$ cat config.mk
export PLATFORM = sky130hd
export DESIGN_NAME = led_display_ctrl
export DESIGN_NICKNAME = d
export VERILOG_FILES = /design/src/shared/led_ctrl_pkg.sv /design/src/verilog/pin_sync.sv /design/src/verilog/led_display_ctrl.sv
export SDC_FILE = /design/constraint.sdc
export NUM_CORES = 1
export LEC_CHECK = 0
export ABC_CLOCK_PERIOD_IN_PS = 1950
export BUFFER_PORTS_ARGS = -buffer_cell sky130_fd_sc_hd__buf_2
export CORE_UTILIZATION = 56
export CTS_CLUSTER_SIZE = 24
export DETAILED_ROUTE_END_ITERATION = 12
export HOLD_SLACK_MARGIN = 0.05
export PLACE_DENSITY = 0.76
export SYNTH_ARGS = -nofsm -noshare
export SYNTH_HDL_FRONTEND = slang
export SYNTH_SLANG_ARGS = --single-unit
$ cat constraint.sdc
create_clock -name core_clk -period 1.95 [get_ports core_clk]
set_input_delay 0 -clock core_clk [delete_from_list [all_inputs] [get_ports core_clk]]
set_output_delay 0 -clock core_clk [all_outputs]
set_load 0.005 [all_outputs]
$ cat src/shared/led_ctrl_pkg.sv
// ----------------------------------------
// Serial LED display controller constants
// ----------------------------------------
package led_ctrl_pkg;

    // ----------------------------------------
    // Frame layout
    // ----------------------------------------
    localparam int FRAME_BITS = 16;      // Bits per programming frame
    localparam int DIGITS = 8;           // Digit registers in the memory
    localparam int FRAME_MSB = 15;       // First bit on the wire

    // Frame as it sits in the shift register
    typedef struct packed {
        logic [3:0] ignored;             // Don't-care upper nibble
        logic [3:0] addr;                // Register address
        logic [7:0] data;                // Register data
    } frame_t;

    // ----------------------------------------
    // Register addresses
    // ----------------------------------------
    localparam logic [3:0] ADDR_NOP = 4'h0;
    localparam logic [3:0] ADDR_DIGIT0 = 4'h1;
    localparam logic [3:0] ADDR_DIGIT7 = 4'h8;
    localparam logic [3:0] ADDR_DECODE = 4'h9;
    localparam logic [3:0] ADDR_INTENSITY = 4'hA;
    localparam logic [3:0] ADDR_SCAN_LIMIT = 4'hB;
    localparam logic [3:0] ADDR_SHUTDOWN_CONTROL = 4'hC;
    localparam logic [3:0] ADDR_UNUSED = 4'hD;
    localparam logic [3:0] ADDR_RESET_CLOCK = 4'hE;
    localparam logic [3:0] ADDR_TEST = 4'hF;

    // ----------------------------------------
    // Field positions
    // ----------------------------------------
    localparam int NORMAL_BIT = 0;       // Shutdown control: 1 = normal
    localparam int TEST_BIT = 0;         // Display test enable
    localparam int EXT_CLK_BIT = 0;      // External scan clock select
    localparam int SOFT_RESET_BIT = 1;   // Software reset request

    // ----------------------------------------
    // Reset values and display patterns
    // ----------------------------------------
    localparam logic [7:0] RST_DIGIT = 8'h00;
    localparam logic [7:0] RST_DECODE = 8'h00;
    localparam logic [3:0] RST_INTENSITY = 4'h0;
    localparam logic [2:0] RST_SCAN_LIMIT = 3'h0;
    localparam logic [7:0] SEG_ALL_ON = 8'hFF;
    localparam logic [7:0] SEG_ALL_OFF = 8'h00;
    localparam logic [7:0] DIG_ALL_OFF = 8'hFF;

    // ----------------------------------------
    // Timing
    // ----------------------------------------
    localparam int CORE_CLK_HZ = 250_000_000;
    localparam int WAKE_TIME_US = 250;   // Shutdown exit time
    localparam int WAKE_CYCLES = WAKE_TIME_US * (CORE_CLK_HZ / 1_000_000);
    localparam int SCAN_RATE_HZ = 800;   // Full display refresh rate
    localparam int SCAN_CYCLES = CORE_CLK_HZ / (SCAN_RATE_HZ * DIGITS);

    // Power sequencing states
    typedef enum logic [2:0] {
        PWR_SHUTDOWN = 3'b001,
        PWR_WAKING = 3'b010,
        PWR_ON = 3'b100
    } pwr_state_t;

endpackage : led_ctrl_pkg

$ cat src/verilog/pin_sync.sv
`timescale 1ns/100ps
// ----------------------------------------
// Two-flop synchroniser for one pin
// ----------------------------------------
module pin_sync (
    input wire logic core_clk,
    input wire logic sys_rst,
    input wire logic pin_in,
    output logic pin_sync_out
);
    logic meta_reg; // First stage, read only by the second

    // Both stages clear on reset to a known idle low
    always_ff @(posedge core_clk) begin
        if (sys_rst) begin
            meta_reg <= 1'b0;
            pin_sync_out <= 1'b0;
        end else begin
            meta_reg <= pin_in;
            pin_sync_out <= meta_reg;
        end
    end
endmodule : pin_sync

$ cat src/verilog/led_display_ctrl.sv
`timescale 1ns/100ps
// Operation
// Sixteen bits, MSB first, on shift rise
// Upper nibble ignored, address, then data
// Latch rise commits frame to addressed register
// Host raises latch before next shift rise
// Cascade output 16.5 cycles late, falling edge
// Fifteen registers selected by address nibble
// Eight digit bytes, written individually
// Decode, intensity, scan, shutdown, test, reset/clock
// Shutdown blanks segments and digits
// Digit contents kept during shutdown
// Shutdown exit takes 250 microseconds
// Writes accepted while shut down
// Only display test overrides shutdown
// Power-up resets registers, starts shut down
// Defaults: one digit, no decode, minimums
// Host may flash via repeated shutdown writes
// Address map of digits and controls
// Shutdown data bit zero selects mode
// Decode bit per digit selects decoder
// No-op and unused frames change nothing
module led_display_ctrl
    import led_ctrl_pkg::*;
#(
    parameter int WAKE_COUNT = WAKE_CYCLES,   // Shortened in simulation
    parameter int SCAN_COUNT = SCAN_CYCLES    // Shortened in simulation
) (
    input wire logic core_clk,
    input wire logic sys_rst,
    input wire logic ser_din,
    input wire logic ser_clk,
    input wire logic ser_load,
    output logic ser_dout,
    output logic [7:0] seg_out,
    output logic [7:0] digit_off,
    output logic decode_now,
    output logic [3:0] intensity,
    output logic ext_clk_sel,
    output logic display_on
);
    // ----------------------------------------
    // Pin synchronisers
    // ----------------------------------------
    logic din_s, clk_s, load_s;   // Synchronised pins
    logic clk_d_reg, load_d_reg;  // Previous synchronised levels

    pin_sync u_sync_din (.core_clk(core_clk), .sys_rst(sys_rst), .pin_in(ser_din), .pin_sync_out(din_s));
    pin_sync u_sync_clk (.core_clk(core_clk), .sys_rst(sys_rst), .pin_in(ser_clk), .pin_sync_out(clk_s));
    pin_sync u_sync_load (.core_clk(core_clk), .sys_rst(sys_rst), .pin_in(ser_load), .pin_sync_out(load_s));

    wire clk_rise = clk_s & ~clk_d_reg;
    wire clk_fall = ~clk_s & clk_d_reg;
    wire load_rise = load_s & ~load_d_reg;

    // Edge history
    always_ff @(posedge core_clk) begin
        if (sys_rst) begin
            clk_d_reg <= 1'b0;
            load_d_reg <= 1'b0;
        end else begin
            clk_d_reg <= clk_s;
            load_d_reg <= load_s;
        end
    end

    // ----------------------------------------
    // Shift register and cascade output
    // ----------------------------------------
    frame_t shift_reg;            // Incoming frame
    logic cascade_reg;            // Extra whole stage toward the 16.5 delay
    logic dout_reg;

    // Shift on each link rise; the extra stage adds the last whole cycle
    always_ff @(posedge core_clk) begin
        if (sys_rst) begin
            shift_reg <= '0;
            cascade_reg <= 1'b0;
        end else if (clk_rise) begin
            shift_reg <= {shift_reg[FRAME_MSB-1:0], din_s};
            cascade_reg <= shift_reg[FRAME_MSB];
        end
    end

    // Cascade pin only moves on falling link edges
    always_ff @(posedge core_clk) begin
        if (sys_rst) begin
            dout_reg <= 1'b0;
        end else if (clk_fall) begin
            dout_reg <= cascade_reg;
        end
    end
    assign ser_dout = dout_reg;

    // ----------------------------------------
    // Address decode
    // ----------------------------------------
    // Upper nibble is never looked at
    wire [3:0] frm_addr = shift_reg.addr;
    wire [7:0] frm_data = shift_reg.data;
    wire hit_digit = (frm_addr >= ADDR_DIGIT0) && (frm_addr <= ADDR_DIGIT7);
    wire [2:0] digit_sel = 3'(frm_addr - ADDR_DIGIT0);
    wire wr_digit = load_rise & hit_digit;
    wire wr_decode = load_rise & (frm_addr == ADDR_DECODE);
    wire wr_intensity = load_rise & (frm_addr == ADDR_INTENSITY);
    wire wr_scan = load_rise & (frm_addr == ADDR_SCAN_LIMIT);
    wire wr_shutdown = load_rise & (frm_addr == ADDR_SHUTDOWN_CONTROL);
    wire wr_reset_clk = load_rise & (frm_addr == ADDR_RESET_CLOCK);
    wire wr_test = load_rise & (frm_addr == ADDR_TEST);
    // Software reset acts like power-up on the register file (all but clock select) and power state only
    wire soft_rst = wr_reset_clk & frm_data[SOFT_RESET_BIT];
    wire regs_rst = sys_rst | soft_rst;

    // ----------------------------------------
    // Register file
    // ----------------------------------------
    logic [7:0] digit_mem [DIGITS];   // 64 bits of digit storage
    logic [7:0] decode_reg;
    logic [3:0] intensity_reg;
    logic [2:0] scan_limit_reg;
    logic normal_reg;                 // 0 = shutdown requested
    logic test_reg;
    logic ext_clk_reg;

    // One byte per write; the others hold, shutdown or not
    always_ff @(posedge core_clk) begin
        for (int i = 0; i < DIGITS; i++) begin
            if (regs_rst) begin
                digit_mem[i] <= RST_DIGIT;
            end else if (wr_digit && digit_sel == 3'(i)) begin
                digit_mem[i] <= frm_data;
            end
        end
    end

    // Control registers; no-op and unused addresses fall through
    always_ff @(posedge core_clk) begin
        if (regs_rst) begin
            decode_reg <= RST_DECODE;
            intensity_reg <= RST_INTENSITY;
            scan_limit_reg <= RST_SCAN_LIMIT;
            normal_reg <= 1'b0;
            test_reg <= 1'b0;
        end else begin
            if (wr_decode) decode_reg <= frm_data;
            if (wr_intensity) intensity_reg <= frm_data[3:0];
            if (wr_scan) scan_limit_reg <= frm_data[2:0];
            if (wr_shutdown) normal_reg <= frm_data[NORMAL_BIT];
            if (wr_test) test_reg <= frm_data[TEST_BIT];
        end
    end

    // Software reset leaves clock select alone; the reset frame's own bit 0 still loads it
    always_ff @(posedge core_clk) begin
        if (sys_rst) begin
            ext_clk_reg <= 1'b0;
        end else if (wr_reset_clk) begin
            ext_clk_reg <= frm_data[EXT_CLK_BIT];
        end
    end

    // ----------------------------------------
    // Shutdown sequencing
    // ----------------------------------------
    pwr_state_t pwr_reg, pwr_next;
    logic [31:0] wake_cnt_reg;

    // Exit waits out the oscillator restart time
    always_comb begin
        case (pwr_reg)
            PWR_SHUTDOWN: pwr_next = normal_reg ? PWR_WAKING : PWR_SHUTDOWN;
            PWR_WAKING: begin
                if (!normal_reg) pwr_next = PWR_SHUTDOWN;
                else if (wake_cnt_reg == 32'(WAKE_COUNT - 1)) pwr_next = PWR_ON;
                else pwr_next = PWR_WAKING;
            end
            PWR_ON: pwr_next = normal_reg ? PWR_ON : PWR_SHUTDOWN;
            default: pwr_next = PWR_SHUTDOWN;
        endcase
    end

    // State and wake counter
    always_ff @(posedge core_clk) begin
        if (regs_rst) begin
            pwr_reg <= PWR_SHUTDOWN;
            wake_cnt_reg <= '0;
        end else begin
            pwr_reg <= pwr_next;
            wake_cnt_reg <= (pwr_reg == PWR_WAKING) ? wake_cnt_reg + 32'h1 : '0;
        end
    end

    // ----------------------------------------
    // Digit scan and drivers
    // ----------------------------------------
    logic [31:0] scan_cnt_reg;
    logic [2:0] scan_idx_reg;
    logic [7:0] seg_reg, dig_reg;
    logic dec_reg;
    wire drive = (pwr_reg == PWR_ON) | test_reg;
    // Test lights all eight digits regardless of the limit
    wire [2:0] last_digit = test_reg ? 3'(DIGITS - 1) : scan_limit_reg;
    wire scan_tick = (scan_cnt_reg == 32'(SCAN_COUNT - 1));
    wire [7:0] dig_onehot = 8'h01 << scan_idx_reg;

    // Digit step timer; no intensity PWM here
    always_ff @(posedge core_clk) begin
        if (sys_rst) begin
            scan_cnt_reg <= '0;
            scan_idx_reg <= 3'h0;
        end else begin
            scan_cnt_reg <= scan_tick ? '0 : scan_cnt_reg + 32'h1;
            if (scan_tick) scan_idx_reg <= (scan_idx_reg >= last_digit) ? 3'h0 : scan_idx_reg + 3'h1;
        end
    end

    // Output drivers; shutdown blanks unless the test is on
    always_ff @(posedge core_clk) begin
        if (sys_rst || !drive) begin
            seg_reg <= SEG_ALL_OFF;
            dig_reg <= DIG_ALL_OFF;
            dec_reg <= 1'b0;
        end else begin
            seg_reg <= test_reg ? SEG_ALL_ON : digit_mem[scan_idx_reg];
            dig_reg <= ~dig_onehot;
            dec_reg <= ~test_reg & decode_reg[scan_idx_reg];
        end
    end

    assign seg_out = seg_reg;
    assign digit_off = dig_reg;
    assign decode_now = dec_reg;
    assign intensity = intensity_reg;
    assign ext_clk_sel = ext_clk_reg;
    assign display_on = (pwr_reg == PWR_ON);
endmodule : led_display_ctrl

==> results_dict.tcl <==
set metrics [dict create \
    ant_nets 0 \
    cts_buffer_depth 2 \
    finalHoldViolCount 0 \
    status "finished with violations" \
    fin_setup_tns_ps -170.9 \
    rsz0062_at_grt "true" \
    crit_required_ps 2310 \
    clockRootBuffer "clkbuf_16" \
    relSlewSlack_pct 34.01 \
    cts.sinks 198 \
    cpPeakStageDelay_ps 530 \
    placed_area_sq_um 9428 \
    largest_reg_flops 64 \
    p_clk_share_pct 43.4 \
    fmax_mhz 471.5 \
    powerDensity_nw_per_um2 772.3 \
    switchingPower_w 0.001648 \
    rows 44 \
    seq_area_frac_synth_pct 53.41 \
    first_pass_iters 5 \
    synthArstFlopShare_pct 0 \
    crit_family "simple AND/OR/NAND/NOR gates" \
    boundaryPins 29 \
    htree_levels 4 \
    antenna_cells 0 \
    hp-class "in -> reg" \
    place_hpwl_microns 12880 \
    synth_edf_count 64 \
    grt_max_degree 31 \
    ys_ff_latch 198 \
    core_sq_um 14750 \
    setup_viol_count_final 1 \
    synth_ff_type "dfxtp_1" \
    critPathBufInv 0 \
    drtIter0Drc 497 \
    synthDistinctLibCells 52 \
    maxCapViolations 0 \
    drc 0 \
    antenna_found_initial 0 \
    synth_nets 852 \
    finalCritPeriodShare_pct 108.8 \
    overflow 0 \
    cts_tree "yes" \
    first_global_vias 6512 \
    path_cells "or4b_1 -> or4_4 -> or4b_4 -> a211oi_2" \
    crit_path_start_kind "flop" \
    syn-instance-count 835 \
    fin_crit_ps 2121 \
    track_usage_pct 25.55 \
    critical_path_class "reg -> reg" \
    die-area_sq_um 15890 \
    grt_pass1_wl_microns 31740 \
    start_util_pct 58.43 \
    cp_max_fo 2 \
    synth_warnings 0 \
    gp_congestion 0.9263 \
    violations "setup timing" \
    fin_ws_ps -170.9 \
    synth_area_sq_um 8621 \
    power.leakage_nw 3.642 \
    numCtsBuffers 17 \
    drive_above_1_share_pct 21.77 \
    fp.dieH_microns 126.1 \
    tightest_slew_ps 983.3 \
    critPathSlowestCell "or4_4" \
    fin_area_sq_um 10290 \
    skew_ps 6.837 \
    p_sw_share_pct 20.74 \
    cp.arrival_ps 2480 \
    die-width_microns 126.1 \
    dpl_worst_slack_ps -210.5 \
    syn2layout_area_growth_pct 19.38 \
    finalMaxSlewViolations 0 \
    nets 941 \
    wirelength_microns 19400 \
    combPwrFrac_pct 2.2 \
    final_common_cell "dfxtp_1" \
    avgRoutedWirePerCell_microns 17.31 \
    clkLatencyLatePin_ps 440 \
    vias_per_cell 5.901 \
    port_buffers 28 \
    mostFrequentLayoutCells "dfxtp_1, nand2_1, buf_4" \
    internal_power_w 0.006299 \
    clk_pin_slew_ps 70 \
    vdd_ir_drop_max_uv 618.3 \
    pwr-share-seq_pct 54.4 \
    cp-end-kind "flop" \
    vias 6615 \
    postSynthAreaPerCell_sq_um 10.32 \
]
==> cells by family after synthesis <==
group,Yosys count,share of synthesized area [%]
flops,198,53.41
fa+ha+maj,12,1.742
mux,40,7.257
xor+xnor,25,2.540
buf+inv,58,2.584
compound gates,109,7.533
simple gates,393,24.94
==> worst reg2reg max path: cells and delay by family (launching register included) <==
kind / cells / cell delay, ps
AND/OR/NAND/NOR: 3 / 1540
flip-flops: 1 / 310
AO/OA/AOI/OAI: 1 / 200
==> cell type report <==
| class | instances | area (sq um) |
|---|---|---|
| flip-flops and latches | 198 | 4619 |
| fillers | 1073 | 4463 |
| multi-input cells | 580 | 3965 |
| repair buffers | 114 | 847.1 |
| clock buffers | 23 | 490.5 |
| well taps | 184 | 230.2 |
| clock inverters | 9 | 90.09 |
| inverters | 13 | 48.80 |
==> stage by stage <==
stage                     total power (W)  util, %  hold slack (ps)  cells
after floorplan                  0.004507        -            128.2    835
after global placement           0.004561    63.90            213.6   1078
after detailed placement         0.004571    63.90            219.6   1078
after CTS                        0.007996    68.83            297.5   1116
after global routing             0.008179    69.75            343.7   1121
final                            0.007947    69.75            314.5   1121
==> power groups by stage <==
stage          Combinational, W  Sequential, W  Clock [W]
4_1_cts                0.000173        0.00433    0.00350
3_5_place_dp           0.000152        0.00442          0
5_1_grt                0.000190        0.00433    0.00366
2_1_floorplan         0.0000961        0.00441          0
3_3_place_gp           0.000148        0.00441          0
6_report               0.000175        0.00433    0.00345
==> layer usage <==
layer,vias up,GRT usage [%],routed length (microns)
met2,201,43.81,9550
met4,0,10.35,427
met1,3204,31.28,8399
met3,37,5.607,1025
met5,-,0,0
li1,3173,-,-
==> cells in the mapped netlist, types with 14 or more instances <==
master / instances / share of area (%)
o21ai_0: 17 / 0.99
dfxtp_1: 134 / 31
and2_1: 66 / 4.8
xnor2_1: 17 / 1.7
nand2b_1: 15 / 1.1
mux4_2: 18 / 4.7
nor2_1: 64 / 2.8
o31ai_1: 19 / 1.7
a21oi_1: 54 / 3.1
edfxtp_1: 64 / 22
nand4_1: 16 / 1.2
nor2b_1: 20 / 1.5
or4_1: 27 / 2.4
nand3_1: 31 / 1.8
clkbuf_1: 39 / 1.7
nor3_1: 14 / 0.81
or3_1: 17 / 1.2
nand2_1: 82 / 3.6
mux2i_1: 22 / 2.6
==> path summary, 6_finish.rpt <==
check                                          from                       to  slack [ps]  cells after the start
worst max-delay path                wake_cnt_reg[8]               pwr_reg[2]        -170                      4
worst max register to register      wake_cnt_reg[8]               pwr_reg[2]        -170                      4
worst min register to register  u_sync_clk.meta_reg  u_sync_clk.pin_sync_out         430                      1
worst min-delay path                        ser_din      u_sync_din.meta_reg         310                      3
==> repair_timing <==
item | CTS | global route
endpoints found under the hold margin | 8 | 0
gates resized for setup | 14 | 29
buffers inserted | 0 | 4
hold buffers | 5 | 0
pin swaps | 5 | 13
endpoints found under the setup margin | 61 | 63
gates cloned | 1 | 1
(Power assumes the default switching activity.)
